[config.mk]
export PLATFORM = sky130hd
export DESIGN_NAME = smwt_top
export DESIGN_NICKNAME = d
export VERILOG_FILES = /design/src/core/smwt_pkg.sv /design/src/core/smwt_top.sv
export SDC_FILE = /design/constraint.sdc
export NUM_CORES = 1
export LEC_CHECK = 0
export ABC_AREA = 0
export BUFFER_PORTS_ARGS = -buffer_cell sky130_fd_sc_hd__clkbuf_2
export CORE_MARGIN = 1
export CORE_UTILIZATION = 60
export DETAILED_ROUTE_END_ITERATION = 8
export PLACE_DENSITY = 0.79
export SLEW_MARGIN = 25
export SYNTH_ARGS = -nofsm -noshare
export SYNTH_HDL_FRONTEND = slang
export SYNTH_SLANG_ARGS = --single-unit
[constraint.sdc]
create_clock -name CLK -period 9.8 [get_ports CLK]
set_input_delay 0.98 -clock CLK [delete_from_list [all_inputs] [get_ports CLK]]
set_output_delay 0.98 -clock CLK [all_outputs]
set_load 0.02 [all_outputs]
[src/core/smwt_pkg.sv]
// Constants, types and helpers of the static memory write timing block
// Function
// - Address is presented before strobe transitions
// - Strobe obeys setup, pulse, hold sequence
// - Write chip select has own timing
// - Hold derives from programmed cycle length
// - Timings per chip select, in clocks
// - Zero setup keeps signal low back-to-back
// - Strobe mode drives data after strobe setup
// - Select mode drives data after select setup
// - Protect enable guards timing and mode
// - Protected write sets flag and source
// - Status read clears violation flag
// - Setup code: 128*bit5 plus low five
// - Pulse code: 256*bit6 plus low six
// - Cycle code: 256*top two plus low seven
// - Setup, pulse, cycle registers group fields
// - Setup and pulse reset to one
// - Cycle lengths reset to three
// - Both mode bits reset to one
// - Zero strobe hold in strobe mode still holds address, except before a back-to-back job on the same select
// - Read mode bit selects sample signal; the bit is only stored and read back here
package smwt_pkg;
    // Widths of the external write path
    localparam int SMWT_ADDR_W = 24;
    localparam int SMWT_DATA_W = 8;
    localparam int SMWT_CS_W   = 2;
    localparam int SMWT_NUM_CS = 4;
    localparam int SMWT_CNT_W  = 10;

    // Register byte offsets; chip select n sits at n*CS_STRIDE
    localparam logic [7:0] SMWT_OFS_SETUP  = 8'h00;
    localparam logic [7:0] SMWT_OFS_PULSE  = 8'h04;
    localparam logic [7:0] SMWT_OFS_CYCLE  = 8'h08;
    localparam logic [7:0] SMWT_OFS_MODE   = 8'h0C;
    localparam logic [7:0] SMWT_CS_STRIDE  = 8'h10;
    localparam logic [7:0] SMWT_OFS_WPMODE = 8'hE4;
    localparam logic [7:0] SMWT_OFS_WPSTAT = 8'hE8;

    // Field positions
    localparam int SMWT_WS_LSB   = 0;   // Write strobe setup/pulse
    localparam int SMWT_CSW_LSB  = 8;   // Write chip select setup/pulse
    localparam int SMWT_RS_LSB   = 16;  // Read strobe setup/pulse
    localparam int SMWT_CSR_LSB  = 24;  // Read chip select setup/pulse
    localparam int SMWT_WCYC_LSB = 0;   // Write cycle length
    localparam int SMWT_RCYC_LSB = 16;  // Read cycle length
    localparam int SMWT_RMODE_BIT = 0;
    localparam int SMWT_WMODE_BIT = 1;
    localparam int SMWT_WPROT_ENABLE_BIT  = 0;
    localparam int SMWT_WPVF_BIT  = 0;
    localparam int SMWT_WPSRC_LSB = 8;

    // Writable bits of each register
    localparam logic [31:0] SMWT_SETUP_MASK = 32'h3F3F3F3F;
    localparam logic [31:0] SMWT_PULSE_MASK = 32'h7F7F7F7F;
    localparam logic [31:0] SMWT_CYCLE_MASK = 32'h01FF01FF;
    localparam logic [31:0] SMWT_MODE_MASK  = 32'h00000003;

    // Reset values
    localparam logic [31:0] SMWT_SETUP_RST = 32'h01010101;
    localparam logic [31:0] SMWT_PULSE_RST = 32'h01010101;
    localparam logic [31:0] SMWT_CYCLE_RST = 32'h00030003;
    localparam logic [31:0] SMWT_MODE_RST  = 32'h00000003;

    // Engine states, one-hot
    typedef enum logic [2:0] {
        SMWT_IDLE = 3'b001,
        SMWT_RUN  = 3'b010,
        SMWT_EXT  = 3'b100
    } smwt_st_e;

    // One write request
    typedef struct packed {
        logic [SMWT_CS_W-1:0]   cs;
        logic [SMWT_ADDR_W-1:0] addr;
        logic [SMWT_DATA_W-1:0] data;
    } smwt_req_s;

    // Setup code to clocks
    function automatic logic [SMWT_CNT_W-1:0] smwt_set_eff(input logic [31:0] w, input int lsb);
        logic [5:0] f;
        f = w[lsb+:6];
        smwt_set_eff = {2'h0, f[5], 2'h0, f[4:0]};
    endfunction

    // Pulse code to clocks
    function automatic logic [SMWT_CNT_W-1:0] smwt_pul_eff(input logic [31:0] w, input int lsb);
        logic [6:0] f;
        f = w[lsb+:7];
        smwt_pul_eff = {1'h0, f[6], 2'h0, f[5:0]};
    endfunction

    // Cycle code to clocks
    function automatic logic [SMWT_CNT_W-1:0] smwt_cyc_eff(input logic [31:0] w, input int lsb);
        logic [8:0] f;
        f = w[lsb+:9];
        smwt_cyc_eff = {f[8:7], 1'h0, f[6:0]};
    endfunction
endpackage

[src/core/smwt_top.sv]
// Write waveform engine and timing registers of the static memory controller
`timescale 1ns/10ps
`default_nettype none
module smwt_top
    import smwt_pkg::*;
#(
    parameter int NUM_CS = SMWT_NUM_CS
) (
    // Clock and reset
    input  wire logic                   CLK,
    input  wire logic                   RST_B,
    // Register port
    input  wire logic [7:0]             REG_ADDR,
    input  wire logic [31:0]            REG_WDATA,
    input  wire logic                   REG_WR,
    input  wire logic                   REG_RD,
    output logic      [31:0]            REG_RDATA,
    // Write requests from the system side
    input  wire logic                   WR_VALID,
    input  wire smwt_req_s              WR_REQ,
    output logic                        WR_READY,
    // External memory pins
    output logic      [SMWT_ADDR_W-1:0] MEM_ADDR,
    output logic      [SMWT_DATA_W-1:0] MEM_DATA_O,
    output logic                        MEM_DATA_OE,
    output logic                        MEM_WSTROBE_N,
    output logic      [NUM_CS-1:0]      MEM_CS_N
);
    // Timing registers, one word per chip select
    logic [NUM_CS-1:0][31:0] setup_r;       // Setup group
    logic [NUM_CS-1:0][31:0] pulse_r;       // Pulse group
    logic [NUM_CS-1:0][31:0] cycle_r;       // Cycle group
    logic [NUM_CS-1:0][31:0] mode_r;        // Mode bits
    logic                    wprot_enable_r;        // Protection enable
    logic                    wpvf_r;        // Violation flag
    logic [15:0]             wpsrc_r;       // Offending offset
    logic [31:0]             rdata_r;       // Read data stage

    // Engine state
    smwt_st_e                st_r, st_nxt;
    logic [SMWT_CNT_W-1:0]   c_r, c_nxt;     // Cycle position
    smwt_req_s               job_r, job_nxt; // Active write
    smwt_req_s               pend_r, pend_nxt; // Held across extension
    logic                    pv_r, pv_nxt;   // Pending valid
    logic                    rdy_r, rdy_nxt;
    logic                    wsn_r, wsn_nxt;
    logic [NUM_CS-1:0]       csn_r, csn_nxt;
    logic                    oe_r, oe_nxt;
    logic [SMWT_ADDR_W-1:0]  addr_r;
    logic [SMWT_DATA_W-1:0]  data_r;

    // Register decode
    logic                    cs_hit;        // Offset falls in a chip select bank
    logic [SMWT_CS_W-1:0]    reg_cs;
    logic [1:0]              reg_sel;
    logic                    prot_hit;      // Write aimed at a guarded register
    logic                    blk_wr;        // Write refused by protection

    assign reg_cs   = REG_ADDR[SMWT_CS_W+3:4];
    assign reg_sel  = REG_ADDR[3:2];
    assign cs_hit   = (REG_ADDR < 8'(NUM_CS * 16)) && (REG_ADDR[1:0] == 2'h0);
    assign prot_hit = REG_WR && cs_hit;
    assign blk_wr   = prot_hit && wprot_enable_r;

    // Timing of the active job (current cycle)
    logic [SMWT_CNT_W-1:0]   cur_ws, cur_wp, cur_cyc;
    logic                    cur_wm, last, ext, acc, same_cs;
    assign cur_ws  = smwt_set_eff(setup_r[job_r.cs], SMWT_WS_LSB);
    assign cur_wp  = smwt_pul_eff(pulse_r[job_r.cs], SMWT_WS_LSB);
    assign cur_cyc = smwt_cyc_eff(cycle_r[job_r.cs], SMWT_WCYC_LSB);
    assign cur_wm  = mode_r[job_r.cs][SMWT_WMODE_BIT];
    assign last    = (c_r + 10'h001) >= cur_cyc;
    // Zero strobe hold in strobe mode needs one extra hold clock
    assign ext     = cur_wm && ((cur_ws + cur_wp) >= cur_cyc);
    assign acc     = WR_VALID && rdy_r;
    assign same_cs = (WR_REQ.cs == job_r.cs);

    // Timing of the job seen at the next edge
    logic [SMWT_CNT_W-1:0]   n_ws, n_wp, n_cs, n_cp, n_cyc;
    logic                    n_wm;
    assign n_ws  = smwt_set_eff(setup_r[job_nxt.cs], SMWT_WS_LSB);
    assign n_wp  = smwt_pul_eff(pulse_r[job_nxt.cs], SMWT_WS_LSB);
    assign n_cs  = smwt_set_eff(setup_r[job_nxt.cs], SMWT_CSW_LSB);
    assign n_cp  = smwt_pul_eff(pulse_r[job_nxt.cs], SMWT_CSW_LSB);
    assign n_cyc = smwt_cyc_eff(cycle_r[job_nxt.cs], SMWT_WCYC_LSB);
    assign n_wm  = mode_r[job_nxt.cs][SMWT_WMODE_BIT];

    // Sequencer: next state, position and job
    always_comb begin
        st_nxt   = st_r;
        c_nxt    = c_r;
        job_nxt  = job_r;
        pend_nxt = pend_r;
        pv_nxt   = pv_r;
        case (st_r)
            SMWT_IDLE: begin
                // New job starts at position zero
                if (acc) begin
                    st_nxt  = SMWT_RUN;
                    c_nxt   = '0;
                    job_nxt = WR_REQ;
                end
            end
            SMWT_RUN: begin
                if (!last) begin
                    c_nxt = c_r + 10'h001;
                end else if (acc && (same_cs || !ext)) begin
                    // Back-to-back job; zero setup keeps lines low
                    c_nxt   = '0;
                    job_nxt = WR_REQ;
                end else if (ext) begin
                    st_nxt   = SMWT_EXT;
                    pend_nxt = WR_REQ;
                    pv_nxt   = acc;
                end else begin
                    st_nxt = SMWT_IDLE;
                end
            end
            SMWT_EXT: begin
                c_nxt = '0;
                if (pv_r) begin
                    st_nxt  = SMWT_RUN;
                    job_nxt = pend_r;
                    pv_nxt  = 1'b0;
                end else if (acc) begin
                    st_nxt  = SMWT_RUN;
                    job_nxt = WR_REQ;
                end else begin
                    st_nxt = SMWT_IDLE;
                end
            end
            default: begin
                st_nxt = SMWT_IDLE;
                pv_nxt = 1'b0;
            end
        endcase
    end

    // Waveform decode for the next position
    always_comb begin
        wsn_nxt = 1'b1;
        csn_nxt = '1;
        oe_nxt  = 1'b0;
        rdy_nxt = 1'b0;
        case (st_nxt)
            SMWT_RUN: begin
                // Low between end of setup and end of pulse; hold is the rest
                wsn_nxt = !((c_nxt >= n_ws) && (c_nxt < n_ws + n_wp));
                csn_nxt[job_nxt.cs] = !((c_nxt >= n_cs) && (c_nxt < n_cs + n_cp));
                // Data driven from end of the controlling setup to cycle end
                oe_nxt  = n_wm ? (c_nxt >= n_ws) : (c_nxt >= n_cs);
                rdy_nxt = (c_nxt + 10'h001) >= n_cyc;
            end
            SMWT_EXT: begin
                // Strobe up; select and data stay as they were
                csn_nxt = csn_r;
                oe_nxt  = oe_r;
                rdy_nxt = !pv_nxt;
            end
            SMWT_IDLE: begin
                rdy_nxt = 1'b1;
            end
            default: begin
                rdy_nxt = 1'b0;
            end
        endcase
    end

    // Engine registers
    always_ff @(posedge CLK or negedge RST_B) begin
        if (!RST_B) begin
            st_r   <= SMWT_IDLE;
            c_r    <= '0;
            job_r  <= '0;
            pend_r <= '0;
            pv_r   <= 1'b0;
            rdy_r  <= 1'b1;
        end else begin
            st_r   <= st_nxt;
            c_r    <= c_nxt;
            job_r  <= job_nxt;
            pend_r <= pend_nxt;
            pv_r   <= pv_nxt;
            rdy_r  <= rdy_nxt;
        end
    end

    // Pin registers; address and data load with the job at position zero
    always_ff @(posedge CLK or negedge RST_B) begin
        if (!RST_B) begin
            wsn_r  <= 1'b1;
            csn_r  <= '1;
            oe_r   <= 1'b0;
            addr_r <= '0;
            data_r <= '0;
        end else begin
            wsn_r  <= wsn_nxt;
            csn_r  <= csn_nxt;
            oe_r   <= oe_nxt;
            if (st_nxt == SMWT_RUN) begin
                addr_r <= job_nxt.addr;
                data_r <= job_nxt.data;
            end
        end
    end

    // Timing and mode registers
    always_ff @(posedge CLK or negedge RST_B) begin
        if (!RST_B) begin
            setup_r <= {NUM_CS{SMWT_SETUP_RST}};
            pulse_r <= {NUM_CS{SMWT_PULSE_RST}};
            cycle_r <= {NUM_CS{SMWT_CYCLE_RST}};
            mode_r  <= {NUM_CS{SMWT_MODE_RST}};
        end else if (prot_hit && !blk_wr) begin
            // Protected writes fall through untouched
            case (reg_sel)
                2'h0: setup_r[reg_cs] <= REG_WDATA & SMWT_SETUP_MASK;
                2'h1: pulse_r[reg_cs] <= REG_WDATA & SMWT_PULSE_MASK;
                2'h2: cycle_r[reg_cs] <= REG_WDATA & SMWT_CYCLE_MASK;
                2'h3: mode_r[reg_cs]  <= REG_WDATA & SMWT_MODE_MASK;
                default: mode_r[reg_cs] <= mode_r[reg_cs];
            endcase
        end
    end

    // Protection control and status
    always_ff @(posedge CLK or negedge RST_B) begin
        if (!RST_B) begin
            wprot_enable_r  <= 1'b0;
            wpvf_r  <= 1'b0;
            wpsrc_r <= '0;
        end else begin
            if (REG_WR && (REG_ADDR == SMWT_OFS_WPMODE)) begin
                wprot_enable_r <= REG_WDATA[SMWT_WPROT_ENABLE_BIT];
            end
            // A new violation wins over the clearing read
            if (blk_wr) begin
                wpvf_r  <= 1'b1;
                wpsrc_r <= {8'h00, REG_ADDR};
            end else if (REG_RD && (REG_ADDR == SMWT_OFS_WPSTAT)) begin
                wpvf_r <= 1'b0;
            end
        end
    end

    // Read data, one clock after the strobe; unmapped reads give zero
    always_ff @(posedge CLK or negedge RST_B) begin
        if (!RST_B) begin
            rdata_r <= '0;
        end else if (!REG_RD) begin
            rdata_r <= '0;
        end else if (cs_hit) begin
            case (reg_sel)
                2'h0: rdata_r <= setup_r[reg_cs];
                2'h1: rdata_r <= pulse_r[reg_cs];
                2'h2: rdata_r <= cycle_r[reg_cs];
                2'h3: rdata_r <= mode_r[reg_cs];
                default: rdata_r <= '0;
            endcase
        end else if (REG_ADDR == SMWT_OFS_WPMODE) begin
            rdata_r <= {31'h0, wprot_enable_r};
        end else if (REG_ADDR == SMWT_OFS_WPSTAT) begin
            rdata_r <= {8'h00, wpsrc_r, 7'h00, wpvf_r};
        end else begin
            rdata_r <= '0;
        end
    end

    // Port drive, all from flip-flops
    assign REG_RDATA     = rdata_r;
    assign WR_READY      = rdy_r;
    assign MEM_ADDR      = addr_r;
    assign MEM_DATA_O    = data_r;
    assign MEM_DATA_OE   = oe_r;
    assign MEM_WSTROBE_N = wsn_r;
    assign MEM_CS_N      = csn_r;

    // Helper: job start marker and strobe low run length
    logic                  start_r;
    logic [SMWT_CNT_W-1:0] low_len;
    always_ff @(posedge CLK or negedge RST_B) begin
        if (!RST_B) begin
            start_r <= 1'b0;
            low_len <= '0;
        end else begin
            start_r <= (st_nxt == SMWT_RUN) && (c_nxt == '0);
            low_len <= wsn_r ? '0 : low_len + 10'h001;
        end
    end
endmodule
`default_nettype wire

Word-level counts from Yosys, hierarchy flattened:

Index checks and enable logic that the tools add are counted.

* logic and storage cells: 159
* output and inout bits: 71
* register bits: 675
* input bits: 79

* muxes and demuxes: 64
* add/subtract/negate cells: 5
* order comparisons: 13
* equality and inequality tests: 12
* reductions and logical operators: 27
* bitwise operators: 3

Operators by type and width (number)
* binary-select mux 32 bit (select 2 bit): 12
* bitwise mux 128 bit: 4
* two-way mux 32 bit: 7
* two-way mux 34 bit: 4
* one-hot mux 32 bit (4 select lines): 1
* one-hot mux 34 bit (3 select lines): 1
* demux 32 bit (select 2 bit): 1
* two-way mux 16 bit: 2
* adder 8 x 9 -> 10 bit: 3
* >= comparator 10 bit: 3
* two-way mux 10 bit: 3
* one-hot mux 10 bit (3 select lines): 1
* adder 10 x 1 -> 10 bit (second input constant): 2
* >= comparator 10 x 8 -> 1 bit: 2
* < comparator 10 bit: 2
* two-way mux 9 bit: 2
* == test 8 bit (second input constant): 2
* two-way mux 15 bit: 1
* two-way mux 14 bit: 1
* logical AND 1 bit: 13
* two-way mux 3 bit: 4
* < comparator 2 x 3 -> 1 bit (second input constant): 3
* one-hot mux 3 bit (3 select lines): 1
* < comparator 8 x 7 -> 1 bit (second input constant): 1
* 24 further kinds: 48

Depth between registers and ports, before layout:

Gate-level depths: netlist of the first run.

* depth after elaboration: 19
* gate-level depth with buffers: 36

Worst setup path after synthesis of the first run:

OpenSTA, ideal clock, no wires.

* path kind: reg2reg
* start: register job_r[32] (netlist bit)
* end: register csn_r[0], in the netlist MEM_CS_N[0]
* buffers on the path: 5
* period minus slack after synthesis: 8.444 ns
* data arrival time: 8.361 ns
* cell stages (with the launch flop): 34
* setup slack: 1.356 ns
* data required time: 9.717 ns
* library setup time: 0.083 ns
* cell sequence: dfrtp_1 > buf_4 > buf_1 > clkbuf_1 > mux4_2 > ha_1 > inv_1 > fa_1 > inv_1 > a21oi_1 > o21bai_1 > xor2_1 > ha_1 > a21o_1 > a221oi_1 > o311ai_4 > a31oi_2 > nand2_2 > o21ai_4 > buf_2 > buf_2 > mux4_2 > ha_1 > or4_1 > o311ai_0 > nor3_2 > ha_1 > nand4_1 > nor2_1 > a211oi_1 > o21ai_0 > a311oi_1 > o211ai_1 > o32a_1

* cells in the longest elaborated chain, start to end: 19
* elaborated cells on any way between the ends: 47
* those cells by class: 2 x add/sub; 6 x order compare; 3 x eq/ne; 27 x mux; 2 x bitwise; 7 x reduce/logical

Ends and longest elaborated chain
* start: declaration: RTL line smwt_top.sv:42 `smwt_req_s job_r, job_nxt;`
* start signal: assignment: RTL line smwt_top.sv:181 `job_r <= job_nxt;`
* binary-select mux 32 bit (select 2 bit) (on tied branches): RTL line smwt_top.sv:68, smwt_top.sv:69
* two-way mux 6 bit (implied by the code) / two-way mux 7 bit (equally long branches): RTL line smwt_top.sv:68, smwt_top.sv:69
* adder 8 x 9 -> 10 bit: RTL line smwt_top.sv:74 `assign ext = cur_wm && ((cur_ws + cur_wp) >= cur_cyc);`
* >= comparator 10 bit: RTL line smwt_top.sv:74
* logical AND 1 bit: RTL line smwt_top.sv:74
* zero test 1 bit: RTL line smwt_top.sv:107 `end else if (acc && (same_cs || !ext)) begin`
* logical OR 1 bit: RTL line smwt_top.sv:107
* logical AND 1 bit: RTL line smwt_top.sv:107
* [... 3 more ...]
* binary-select mux 32 bit (select 2 bit) (on tied branches): RTL line smwt_top.sv:83, smwt_top.sv:84
* two-way mux 14 bit (implied by the code) / two-way mux 15 bit (equally long branches): RTL line smwt_top.sv:83, smwt_top.sv:84
* adder 8 x 9 -> 10 bit: RTL line smwt_top.sv:149 `csn_nxt[job_nxt.cs] = !((c_nxt >= n_cs) && (c_nxt < n_cs + n_cp));`
* < comparator 10 bit: RTL line smwt_top.sv:149
* logical AND 1 bit: RTL line smwt_top.sv:149
* zero test 1 bit: RTL line smwt_top.sv:149
* bitwise OR 4 bit (no source line)
* one-hot mux 4 bit (2 select lines): RTL line smwt_top.sv:145 `case (st_nxt)`
* end signal: assignment: RTL line smwt_top.sv:198 `csn_r <= csn_nxt;`
* end: declaration: RTL line smwt_top.sv:47 `logic [NUM_CS-1:0] csn_r, csn_nxt;`

Parallel ways exist; a longest one is shown, timed or not. The select of a mux whose other input is x is not followed.
A chain may end at the register's enable or synchronous reset.

Worst setup path in the final report of the first run:

Same ends and word-level chain as after synthesis.

==> flow_summary.ini, run 1 <==
[status]
status = completed

[place]
dp_hpwl_um = 38400
numPortBuffers = 146
routabilityCongestion = 0.909

[synthesis]
ys.flop_type = dfrtp_1
ys_ff_latch = 450
synth-xor-area-share_pct = 1.27
synth_fa_ha_area_share_pct = 3.57
synthesis.area_um2 = 24200
yosysWarningCount = 0
syn_avg_cell_area_um2 = 12.0
synthCells = 2012
synth-simple-area-share_pct = 7.92
async_flop_share_pct = 100
seq_area_frac_synth_pct = 46.9
ys_types = 79
synthMuxAreaShare_pct = 28.6
synth_fp_nets = 2158
synth_top_family_by_area = multiplexers
synth_edf_count = 0
synth_compound_area_share_pct = 8.69

[worst_setup_path]
worstReg2RegEnd = MEM_CS_N[0]
path_class = register to register
crit_top_cell = ha_1
cp_max_fo = 70
cp.required_ns = 10.31
crit_path_max_incr_delay_ns = 0.82
cp-end-kind = register
crit_end = MEM_CS_N[0]
start_kind = register
arrival_ns = 9.43
regToRegStartpoint = job_r[32]
crit_start = job_r[32]
crit_slowest_cell = dfrtp_2
reg2reg_depth = 29
r2r_slack_ns = 0.88

[floorplan]
fp.dieW_um = 203
start_util_pct = 60.9
chipHeight_um = 203
io_pins = 150
die-area_um2 = 41100
rows = 73
core_area_um2 = 39700

[pwr]
ir_drop_mv = 0.147
p_comb_share_pct = 36.2
seq_power_share_pct = 34.8
internal-power_mw = 4.16
clkPwrFrac_pct = 29.0
p_sw_share_pct = 36.2
leakage_nw = 12.7
power_switching_mw = 2.36
power_density_nw_per_um2 = 241

[clocking]
holdBufCountCts = 0
cts_buffers = 47
cts.sinks = 450
clk_path_buf_depth = 3
cts_post_setup_buffers_inserted = 0
root_buffer = clkbuf_16
clkSlewWorstSetupHoldPaths_ns = 0.06
htree_num_levels = 2
post_cts_resized = 0
cts_tree = built
clk-insertion-delay-late_ns = 0.59

[final_layout]
fillers = 2707
syn_to_final_growth_pct = 12.1
final_core_util_pct = 68.3
fin_nets = 2255
drive_above_1_share_pct = 38.0

[global_routing]
grt_pass1_vias = 17805
grt_pass1_wl_um = 98100
grt_max_degree = 176
overflow = 0
grt_usage_pct = 30.5
antenna_found_initial = 1

[min_path]
hp-class = register to register

[sta]
skew_ns = 0.0177
rsz0062_at_grt = no
relSlewSlack_pct = 27.4
tns_ns = 0
period_needed_ns = 8.92
final_hold_viol_count = 0
slew_viol_final = 0
fin_crit_sh_pct = 91.0
fmax_mhz = 112
worstMarginPinSlew_ns = 1.09
setup_viol = 0

[route]
drc = 0
drt_iter0_markers = 1509
vias = 17417
drt-total-wl_um = 61900
dr.pass1.iters = 6
ant_nets = 0
vias_per_cell = 6.52
avgRoutedWirePerCell_um = 23.1

[job]
maxCapViolCount = 0
## placed cells by master (no fill, tap or decap), types with 6 or more instances in the layout
cell type | synthesis | routed
dfrtp_1 | 387 | 386
mux2_2 | 328 | 328
nand2_1 | 239 | 239
clkbuf_2 | 0 | 143
a21oi_1 | 142 | 142
mux4_2 | 123 | 123
nor2_1 | 113 | 104
ha_1 | 65 | 65
dfstp_2 | 63 | 63
o21ai_0 | 49 | 49
clkbuf_16 | 0 | 49
inv_1 | 48 | 48
a211oi_1 | 46 | 46
mux2i_1 | 43 | 43
buf_4 | 4 | 36
xnor2_1 | 22 | 22
a21o_1 | 18 | 17
clkbuf_8 | 0 | 14
nand2b_1 | 13 | 13
xor2_1 | 13 | 13
nor2b_1 | 13 | 12
a22oi_1 | 11 | 11
clkbuf_1 | 95 | 11
nand3_1 | 11 | 10
and2_1 | 10 | 9
and3_1 | 8 | 8
a311oi_1 | 7 | 7
o21ai_1 | 7 | 6
nor3_1 | 7 | 6
nor2_2 | 0 | 6
## worst max-delay path: cells and delay by family (launching register included)
| family | cells | cell delay, ns |
|---|---|---|
| buffers and inverters | 2 | 0.74 |
| XOR/XNOR | 1 | 0.15 |
| multiplexers | 2 | 0.75 |
| AO/OA/AOI/OAI | 13 | 3.98 |
| AND/OR/NAND/NOR | 7 | 1.11 |
| flip-flops | 1 | 0.82 |
| adder cells (fa/ha/maj) | 4 | 1.26 |
## per-layer routing
layer | up-vias | global-route usage (%) | part of all wire, %
met3 | 144 | 5.15 | 7.5
li1 | 7506 | - | -
met4 | 0 | 10.5 | 3.1
met2 | 749 | 49.1 | 48
met5 | - | 0 | 0
met1 | 9018 | 42.3 | 41
## power by group through the flow
stage | Sequential, mW | Combinational [mW] | Clock [mW]
2_1_floorplan | 2.31 | 1.68 | 0
3_3_place_gp | 2.28 | 2.22 | 0
3_5_place_dp | 2.30 | 2.32 | 0
4_1_cts | 2.27 | 2.34 | 1.91
5_1_grt | 2.30 | 2.54 | 1.98
6_report | 2.27 | 2.36 | 1.89
## state kept, by name, indices dropped and copies added (netlist names), 8 cells and up
| name | cells |
|---|---|
| setup_r | 96 |
| MEM_DATA_O | 8 |
| MEM_ADDR | 24 |
| pulse_r | 112 |
| pend_r | 34 |
| job_r | 34 |
| c_r | 10 |
| wpsrc_r | 8 |
| REG_RDATA | 31 |
| cycle_r | 72 |
| mode_r | 8 |
## stage by stage
step	setup WS [ns]	instances	hold slack, ns	total power [mW]	area, um2
global placement	1.31	2584	0.458	4.51	25400
CTS	1.02	2671	0.478	6.52	27100
floorplan	1.36	2012	0.446	3.99	24200
global route	0.485	2672	0.495	6.82	27100
detailed placement	1.05	2584	0.463	4.61	25400
finish	0.882	2673	0.477	6.52	27100
## cell usage after synthesis, types with 3 or more instances
cell	number	area, um2
buf_4	4	30.0
clkbuf_1	95	357
o21ai_0	49	245
o21ai_1	7	35.0
ha_1	65	813
o21bai_1	3	22.5
a21oi_1	142	711
and3_1	8	50.1
nor2b_1	13	81.3
xor2_1	13	114
nand2b_1	13	81.3
nor3_1	7	35.0
nor2_1	113	424
mux2_2	328	3690
nor4_1	3	18.8
o21a_1	5	37.5
nor3b_1	3	22.5
buf_2	15	75.1
o211ai_1	3	22.5
a22oi_1	11	82.6
dfrtp_1	387	9680
o32a_1	4	40.0
inv_1	48	180
nand2_1	239	897
a31oi_1	3	18.8
a21o_1	18	135
and2_1	10	62.6
xnor2_1	22	193
or2_2	5	31.3
a211oi_1	46	345
a31o_2	3	26.3
dfstp_2	63	1660
buf_1	21	78.8
mux4_2	123	2770
nand3_1	11	55.1
nand4_1	4	25.0
mux2i_1	43	430
a22o_1	5	43.8
a311oi_1	7	61.3
## cell families after synthesis
group	Yosys count
flops	450
fa+ha+maj	68
buf+inv	185
simple gates	444
xor+xnor	35
other cells	1
mux	496
compound gates	333
## worst min-delay path by stage
stage	to	slack, ns	cells after the start	from
after floorplan	pend_r[32]	0.45	2	pend_r[32]
after global placement	pend_r[30]	0.46	2	pend_r[30]
after detailed placement	pend_r[2]	0.46	2	pend_r[2]
after CTS	pend_r[2]	0.48	2	pend_r[2]
after global routing	pend_r[16]	0.50	2	pend_r[16]
final	pend_r[26]	0.48	2	pend_r[26]
## final cells by class
cell class,instances,area (um2),share of cell area [%]
repair buffers,184,1070,3.95
flip-flops and latches,450,11300,41.8
clock inverters,13,194,0.715
clock buffers,74,1460,5.38
multi-input cells,1377,12200,45.0
inverters,49,184,0.678
diodes,1,2.50,0.00923
well taps,525,657,2.42
Note: power is estimated with default switching activity, not from simulation.
==> run 2: changes to the inputs <==
--- a/config.mk
+++ b/config.mk
@@ -10,6 +10,7 @@
 export CORE_MARGIN = 1
 export CORE_UTILIZATION = 60
 export DETAILED_ROUTE_END_ITERATION = 8
+export GPL_TIMING_DRIVEN = 0
 export PLACE_DENSITY = 0.79
 export SLEW_MARGIN = 25
 export SYNTH_ARGS = -nofsm -noshare
==> constraint.sdc (replaced) <==
create_clock -name CLK -period 11.45 [get_ports CLK]
set_input_delay 1.145 -clock CLK [delete_from_list [all_inputs] [get_ports CLK]]
set_output_delay 1.145 -clock CLK [all_outputs]
set_load 0.02 [all_outputs]
==> run 2 against run 1 <==
  * Critical path depth rose by 4
  * Clock skew barely moved
  * Highest routed layer is now met5
  * Global-route usage rose by 2.9 points
  * Register-to-register slack improved by 0.24 ns
  * Hold slack got worse by 0.0010 ns
  * Sequential share of layout area fell by 0.48 points
  * Die area did not move
  * Clock power fell by 11%
  * Critical path type unchanged
  * Combinational power fell by 8%
==> flow_summary.ini, run 2 (synthesis results as in run 1) <==
[status]
status = completed

[final_layout]
drive_above_1_share_pct = 35.4
fin_nets = 2355
mostFrequentLayoutCell = dfrtp_1
fin_area_um2 = 27400
syn_to_final_growth_pct = 13.4
top_register = pulse_r
largest_reg_flops = 112
reg_top3 = pulse_r (112), setup_r (96), cycle_r (72)
fillers = 2781
layout_common_cells = 387 x dfrtp_1, 328 x mux2_2, 239 x nand2_1
final_core_util_pct = 69.1

[clocking]
cts_post_setup_buffers_inserted = 0
clkSlewWorstSetupHoldPaths_ns = 0.07
holdBufCountCts = 0
cts.sinks = 450
root_buffer = clkbuf_16
cts_tree = built
clk-insertion-delay-late_ns = 0.60
clk_path_buf_depth = 3
htree_num_levels = 2
cts_buffers = 47
post_cts_resized = 0

[pwr]
p_comb_share_pct = 37.7
clkPwrFrac_pct = 29.2
seq_power_share_pct = 33.1
leakage_nw = 12.7
ir_drop_mv = 0.126
power_density_nw_per_um2 = 211
p_sw_share_pct = 37.1
internal-power_mw = 3.64
power_switching_mw = 2.15

[sta]
slew_viol_final = 0
fin_crit_sh_pct = 90.2
holdWs_ns = 0.476
setup_slack_ns = 1.12
period_needed_ns = 10.33
fmax_mhz = 96.8
tns_ns = 0
worstMarginPinSlew_ns = 0.998
setup_viol = 0
skew_ns = 0.0178
rsz0062_at_grt = no
final_hold_viol_count = 0
relSlewSlack_pct = 33.5

[worst_setup_path]
r2r_slack_ns = 1.12
reg2reg_depth = 33
cp-end-kind = register
worstReg2RegEnd = MEM_CS_N[1]
start_kind = register
arrival_ns = 10.84
cp.required_ns = 11.97
path_class = register to register
critPathTopFamily = compound AO/OA/AOI/OAI gates
crit_slowest_cell = clkbuf_1
cp_max_fo = 10
crit_top_cell = ha_1
crit_path_max_incr_delay_ns = 0.76
regToRegStartpoint = job_r[32]
path_buf_inv = 7

[route]
avgRoutedWirePerCell_um = 24.2
vias = 18095
drt_iter0_markers = 1647
drt-total-wl_um = 67100
vias_per_cell = 6.53
ant_nets = 0
drc = 0
dr.pass1.iters = 6

[global_routing]
grt_pass1_wl_um = 105000
gr-usage-met1_pct = 44.6
overflow = 0
grtUsageMet3_pct = 6.79
grt_max_degree = 91
grt_usage_pct = 33.4
gr-max-usage-layer = met2
grtUsageMet2_pct = 53.0
grt_pass1_vias = 18423
antenna_found_initial = 4

[floorplan]
start_util_pct = 60.9
fp.dieW_um = 203
rows = 73
chipHeight_um = 203
die-area_um2 = 41100
core_area_um2 = 39700
io_pins = 150

[min_path]
hp-class = register to register
holdPathStages = 2
min_from = pend_r[31]
hold_end = pend_r[31]

[place]
dp_hpwl_um = 46500
pre_cts_ws_ns = 1.11
routabilityCongestion = 0.943
numPortBuffers = 143
post_dp_cell_area_um2 = 25700

[job]
maxCapViolCount = 0
==> run 2: cell types whose count changed in the layout (fill, tap and decap cells not counted), sizes merged <==
cell,previous run,this run
clkbuf,217,303
clkinv,7,10
inv,48,49
bufinv,5,9
buf,41,46
==> run 2: how the worst max path moves through the flow <==
| stage | startpoint | to | slack [ns] | depth (start not counted) |
|---|---|---|---|---|
| 4_1_cts | job_r[32] | MEM_CS_N[2] | 1.06 | 32 |
| 3_5_place_dp | job_r[32] | MEM_CS_N[2] | 1.11 | 33 |
| 2_1_floorplan | job_r[32] | MEM_CS_N[0] | 3.01 | 33 |
| 6_report | job_r[32] | MEM_CS_N[1] | 1.12 | 33 |
| 5_1_grt | job_r[32] | MEM_CS_N[2] | 0.51 | 32 |
| 3_3_place_gp | RST_B | cycle_r[84] | -0.52 | 1 |
==> run 2: final cells by class <==
| class | instances | area, um2 | share of cell area [%] |
|---|---|---|---|
| Multi-Input combinational cell | 1377 | 12100 | 44.2 |
| Antenna cell | 1 | 2.50 | 0.00912 |
| Clock inverter | 21 | 354 | 1.29 |
| Clock buffer | 65 | 1350 | 4.91 |
| Buffer | 136 | 558 | 2.03 |
| Timing Repair Buffer | 148 | 862 | 3.14 |
| Tap cell | 525 | 657 | 2.39 |
| Sequential cell | 450 | 11300 | 41.3 |
| Inverter | 49 | 184 | 0.670 |
==> run 2: power groups by stage <==
stage	combinational (mW)	clock [mW]	sequential, mW
floorplan	1.44	0	1.98
global placement	2.06	0	1.93
detailed placement	2.14	0	1.94
CTS	2.16	1.71	1.91
global route	2.35	1.77	1.93
finish	2.18	1.69	1.92
==> run 2: layer usage <==
metal  wire length (um)  up-vias
met1              26400     9226
li1                   -     7705
met4               3020        4
met2              31800      954
met3               5860      206
met5                 21        -
==> run 2: worst register-to-register path: cells and delay by family (launching register included) <==
family | cells | cell delay [ns]
buf+inv | 7 | 2.73
simple gates | 5 | 0.98
flops | 1 | 0.37
compound gates | 13 | 3.31
fa+ha+maj | 5 | 1.52
xor+xnor | 1 | 0.15
mux | 2 | 1.19
==> run 2: through the flow <==
stage	std cells	total power, mW
2_1_floorplan	2012	3.42
3_3_place_gp	2680	3.99
3_5_place_dp	2685	4.08
4_1_cts	2771	5.77
5_1_grt	2771	6.06
6_report	2772	5.79
==> run 3: changes to the inputs <==
--- a/config.mk
+++ b/config.mk
@@ -6,12 +6,12 @@
 export NUM_CORES = 1
 export LEC_CHECK = 0
 export ABC_AREA = 0
-export BUFFER_PORTS_ARGS = -buffer_cell sky130_fd_sc_hd__clkbuf_2
 export CORE_MARGIN = 1
 export CORE_UTILIZATION = 60
 export DETAILED_ROUTE_END_ITERATION = 8
+export DONT_BUFFER_PORTS = 1
 export GPL_TIMING_DRIVEN = 0
-export PLACE_DENSITY = 0.79
+export PLACE_DENSITY = 0.76
 export SLEW_MARGIN = 25
 export SYNTH_ARGS = -nofsm -noshare
 export SYNTH_HDL_FRONTEND = slang
==> run 3 against run 2 <==
  * First-iteration DRC count is 6.1% lower
  * Sequential cell count did not move
  * Critical path depth stayed put
  * Die area stayed put
  * Power decreased by 3.4%
  * Critical path type unchanged
  * Highest routed layer is now met4
==> flow_summary.ini, run 3 (synthesis results as in run 1) <==
[status]
status = completed

[sta]
skew_ns = 0.0183
worstMarginPinSlew_ns = 1.18
tns_ns = 0
period_needed_ns = 10.25
final_hold_viol_count = 0
setup_viol = 0
rsz0062_at_grt = no
relSlewSlack_pct = 21.3
fmax_mhz = 97.6
fin_crit_sh_pct = 89.5
slew_viol_final = 0

[worst_setup_path]
crit_start = job_r[32]
arrival_ns = 10.77
crit_end = MEM_CS_N[1]
start_kind = register
cp-end-kind = register
crit_slowest_cell = clkbuf_1
cp.required_ns = 11.97
crit_path_max_incr_delay_ns = 0.82
r2r_slack_ns = 1.20
cp_max_fo = 10
regToRegStartpoint = job_r[32]
path_class = register to register
worstReg2RegEnd = MEM_CS_N[1]
crit_top_cell = ha_1
reg2reg_depth = 33

[final_layout]
layout.cells.non_filler = 2624
register_area_um2 = 11300
fin_nets = 2207
layout_common_cells = 387 x dfrtp_1, 328 x mux2_2, 239 x nand2_1
largest_reg_flops = 112
syn_to_final_growth_pct = 9.48
top_register = pulse_r
multi_input_area_um2 = 12100
reg_top3 = pulse_r (112), setup_r (96), cycle_r (72)
drive_above_1_share_pct = 30.7
fillers = 2915
mostFrequentLayoutCell = dfrtp_1

[min_path]
hp-class = input pin to asynchronous set/reset pin

[clocking]
cts_buffers = 47
clk-insertion-delay-late_ns = 0.60
cts.sinks = 450
htree_num_levels = 2
cts_post_setup_buffers_inserted = 0
clkSlewWorstSetupHoldPaths_ns = 0.06
post_cts_resized = 0
root_buffer = clkbuf_16
cts_tree = built
holdBufCountCts = 0
clk_path_buf_depth = 3

[global_routing]
grt_max_degree = 451
overflow = 0
grt_pass1_wl_um = 103000
antenna_found_initial = 1
grt_pass1_vias = 17910
grt_usage_pct = 32.9

[route]
drt-total-wl_um = 66000
avgRoutedWirePerCell_um = 25.1
drt_iter0_markers = 1547
ant_nets = 0
vias = 17304
drc = 0
dr.pass1.iters = 6
vias_per_cell = 6.59

[floorplan]
rows = 73
core_area_um2 = 39700
fp.dieW_um = 203
io_pins = 150
chipHeight_um = 203
die-area_um2 = 41100
start_util_pct = 60.9

[place]
dpl.cell_count = 2537
dp_hpwl_um = 44900
routabilityCongestion = 0.908
numPortBuffers = 0

[pwr]
ir_drop_mv = 0.137
power_density_nw_per_um2 = 211
leakage_nw = 12.0

[job]
maxCapViolCount = 0
[run 3: where the power goes]
part | internal, mW | switching [mW]
clock network | 0.932 | 0.661
registers | 1.80 | 0.195
logic | 0.763 | 1.24
total | 3.49 | 2.10
[run 3: how the worst min path moves through the flow]
stage | from | end | slack (ns) | cells past startpoint
2_1_floorplan | pend_r[32] | pend_r[32] | 0.45 | 2
3_3_place_gp | pend_r[12] | pend_r[12] | 0.46 | 2
3_5_place_dp | pend_r[12] | pend_r[12] | 0.46 | 2
4_1_cts | RST_B | cycle_r[8] | 0.26 | 0
5_1_grt | RST_B | c_r[2] | 0.24 | 0
6_report | RST_B | c_r[1] | 0.25 | 0
[run 3: critical path: cells and delay by family (launching register included)]
family                     cells  cell delay [ns]
AOI/OAI and AO/OA             13             3.18
buffers and inverters          7             2.79
xor gates and xnor gates       1             0.15
DFF                            1             0.36
muxes                          2             1.20
adders and majority gates      5             1.51
and+or+nand+nor                5             0.96
[run 3: layout make-up]
cell class	count	share of cell area, %
Multi-Input combinational cell	1377	45.8
Sequential cell	450	42.8
Clock buffer	74	5.43
Tap cell	525	2.48
Buffer	136	2.11
Inverter	49	0.695
Clock inverter	12	0.661
Antenna cell	1	0.00945
[run 3: layer usage]
layer | up-vias | part of all wire, % | GRT usage [%]
met2 | 865 | 47 | 52.0
li1 | 7409 | - | -
met4 | 0 | 3.9 | 13.7
met5 | - | 0 | 0
met1 | 8836 | 40 | 43.8
met3 | 194 | 8.9 | 8.01
[run 3: metrics by stage]
step	total power [mW]	cell area [um2]	hold WS, ns	setup WS (ns)	utilization (%)
floorplan	3.42	24200	0.446	3.01	-
CTS	5.56	26500	0.257	1.13	66.6
detailed placement	3.96	24900	0.463	1.17	62.6
global placement	3.89	24800	0.458	1.36	62.5
finish	5.59	26500	0.250	1.20	66.7
global route	5.84	26500	0.235	0.563	66.6
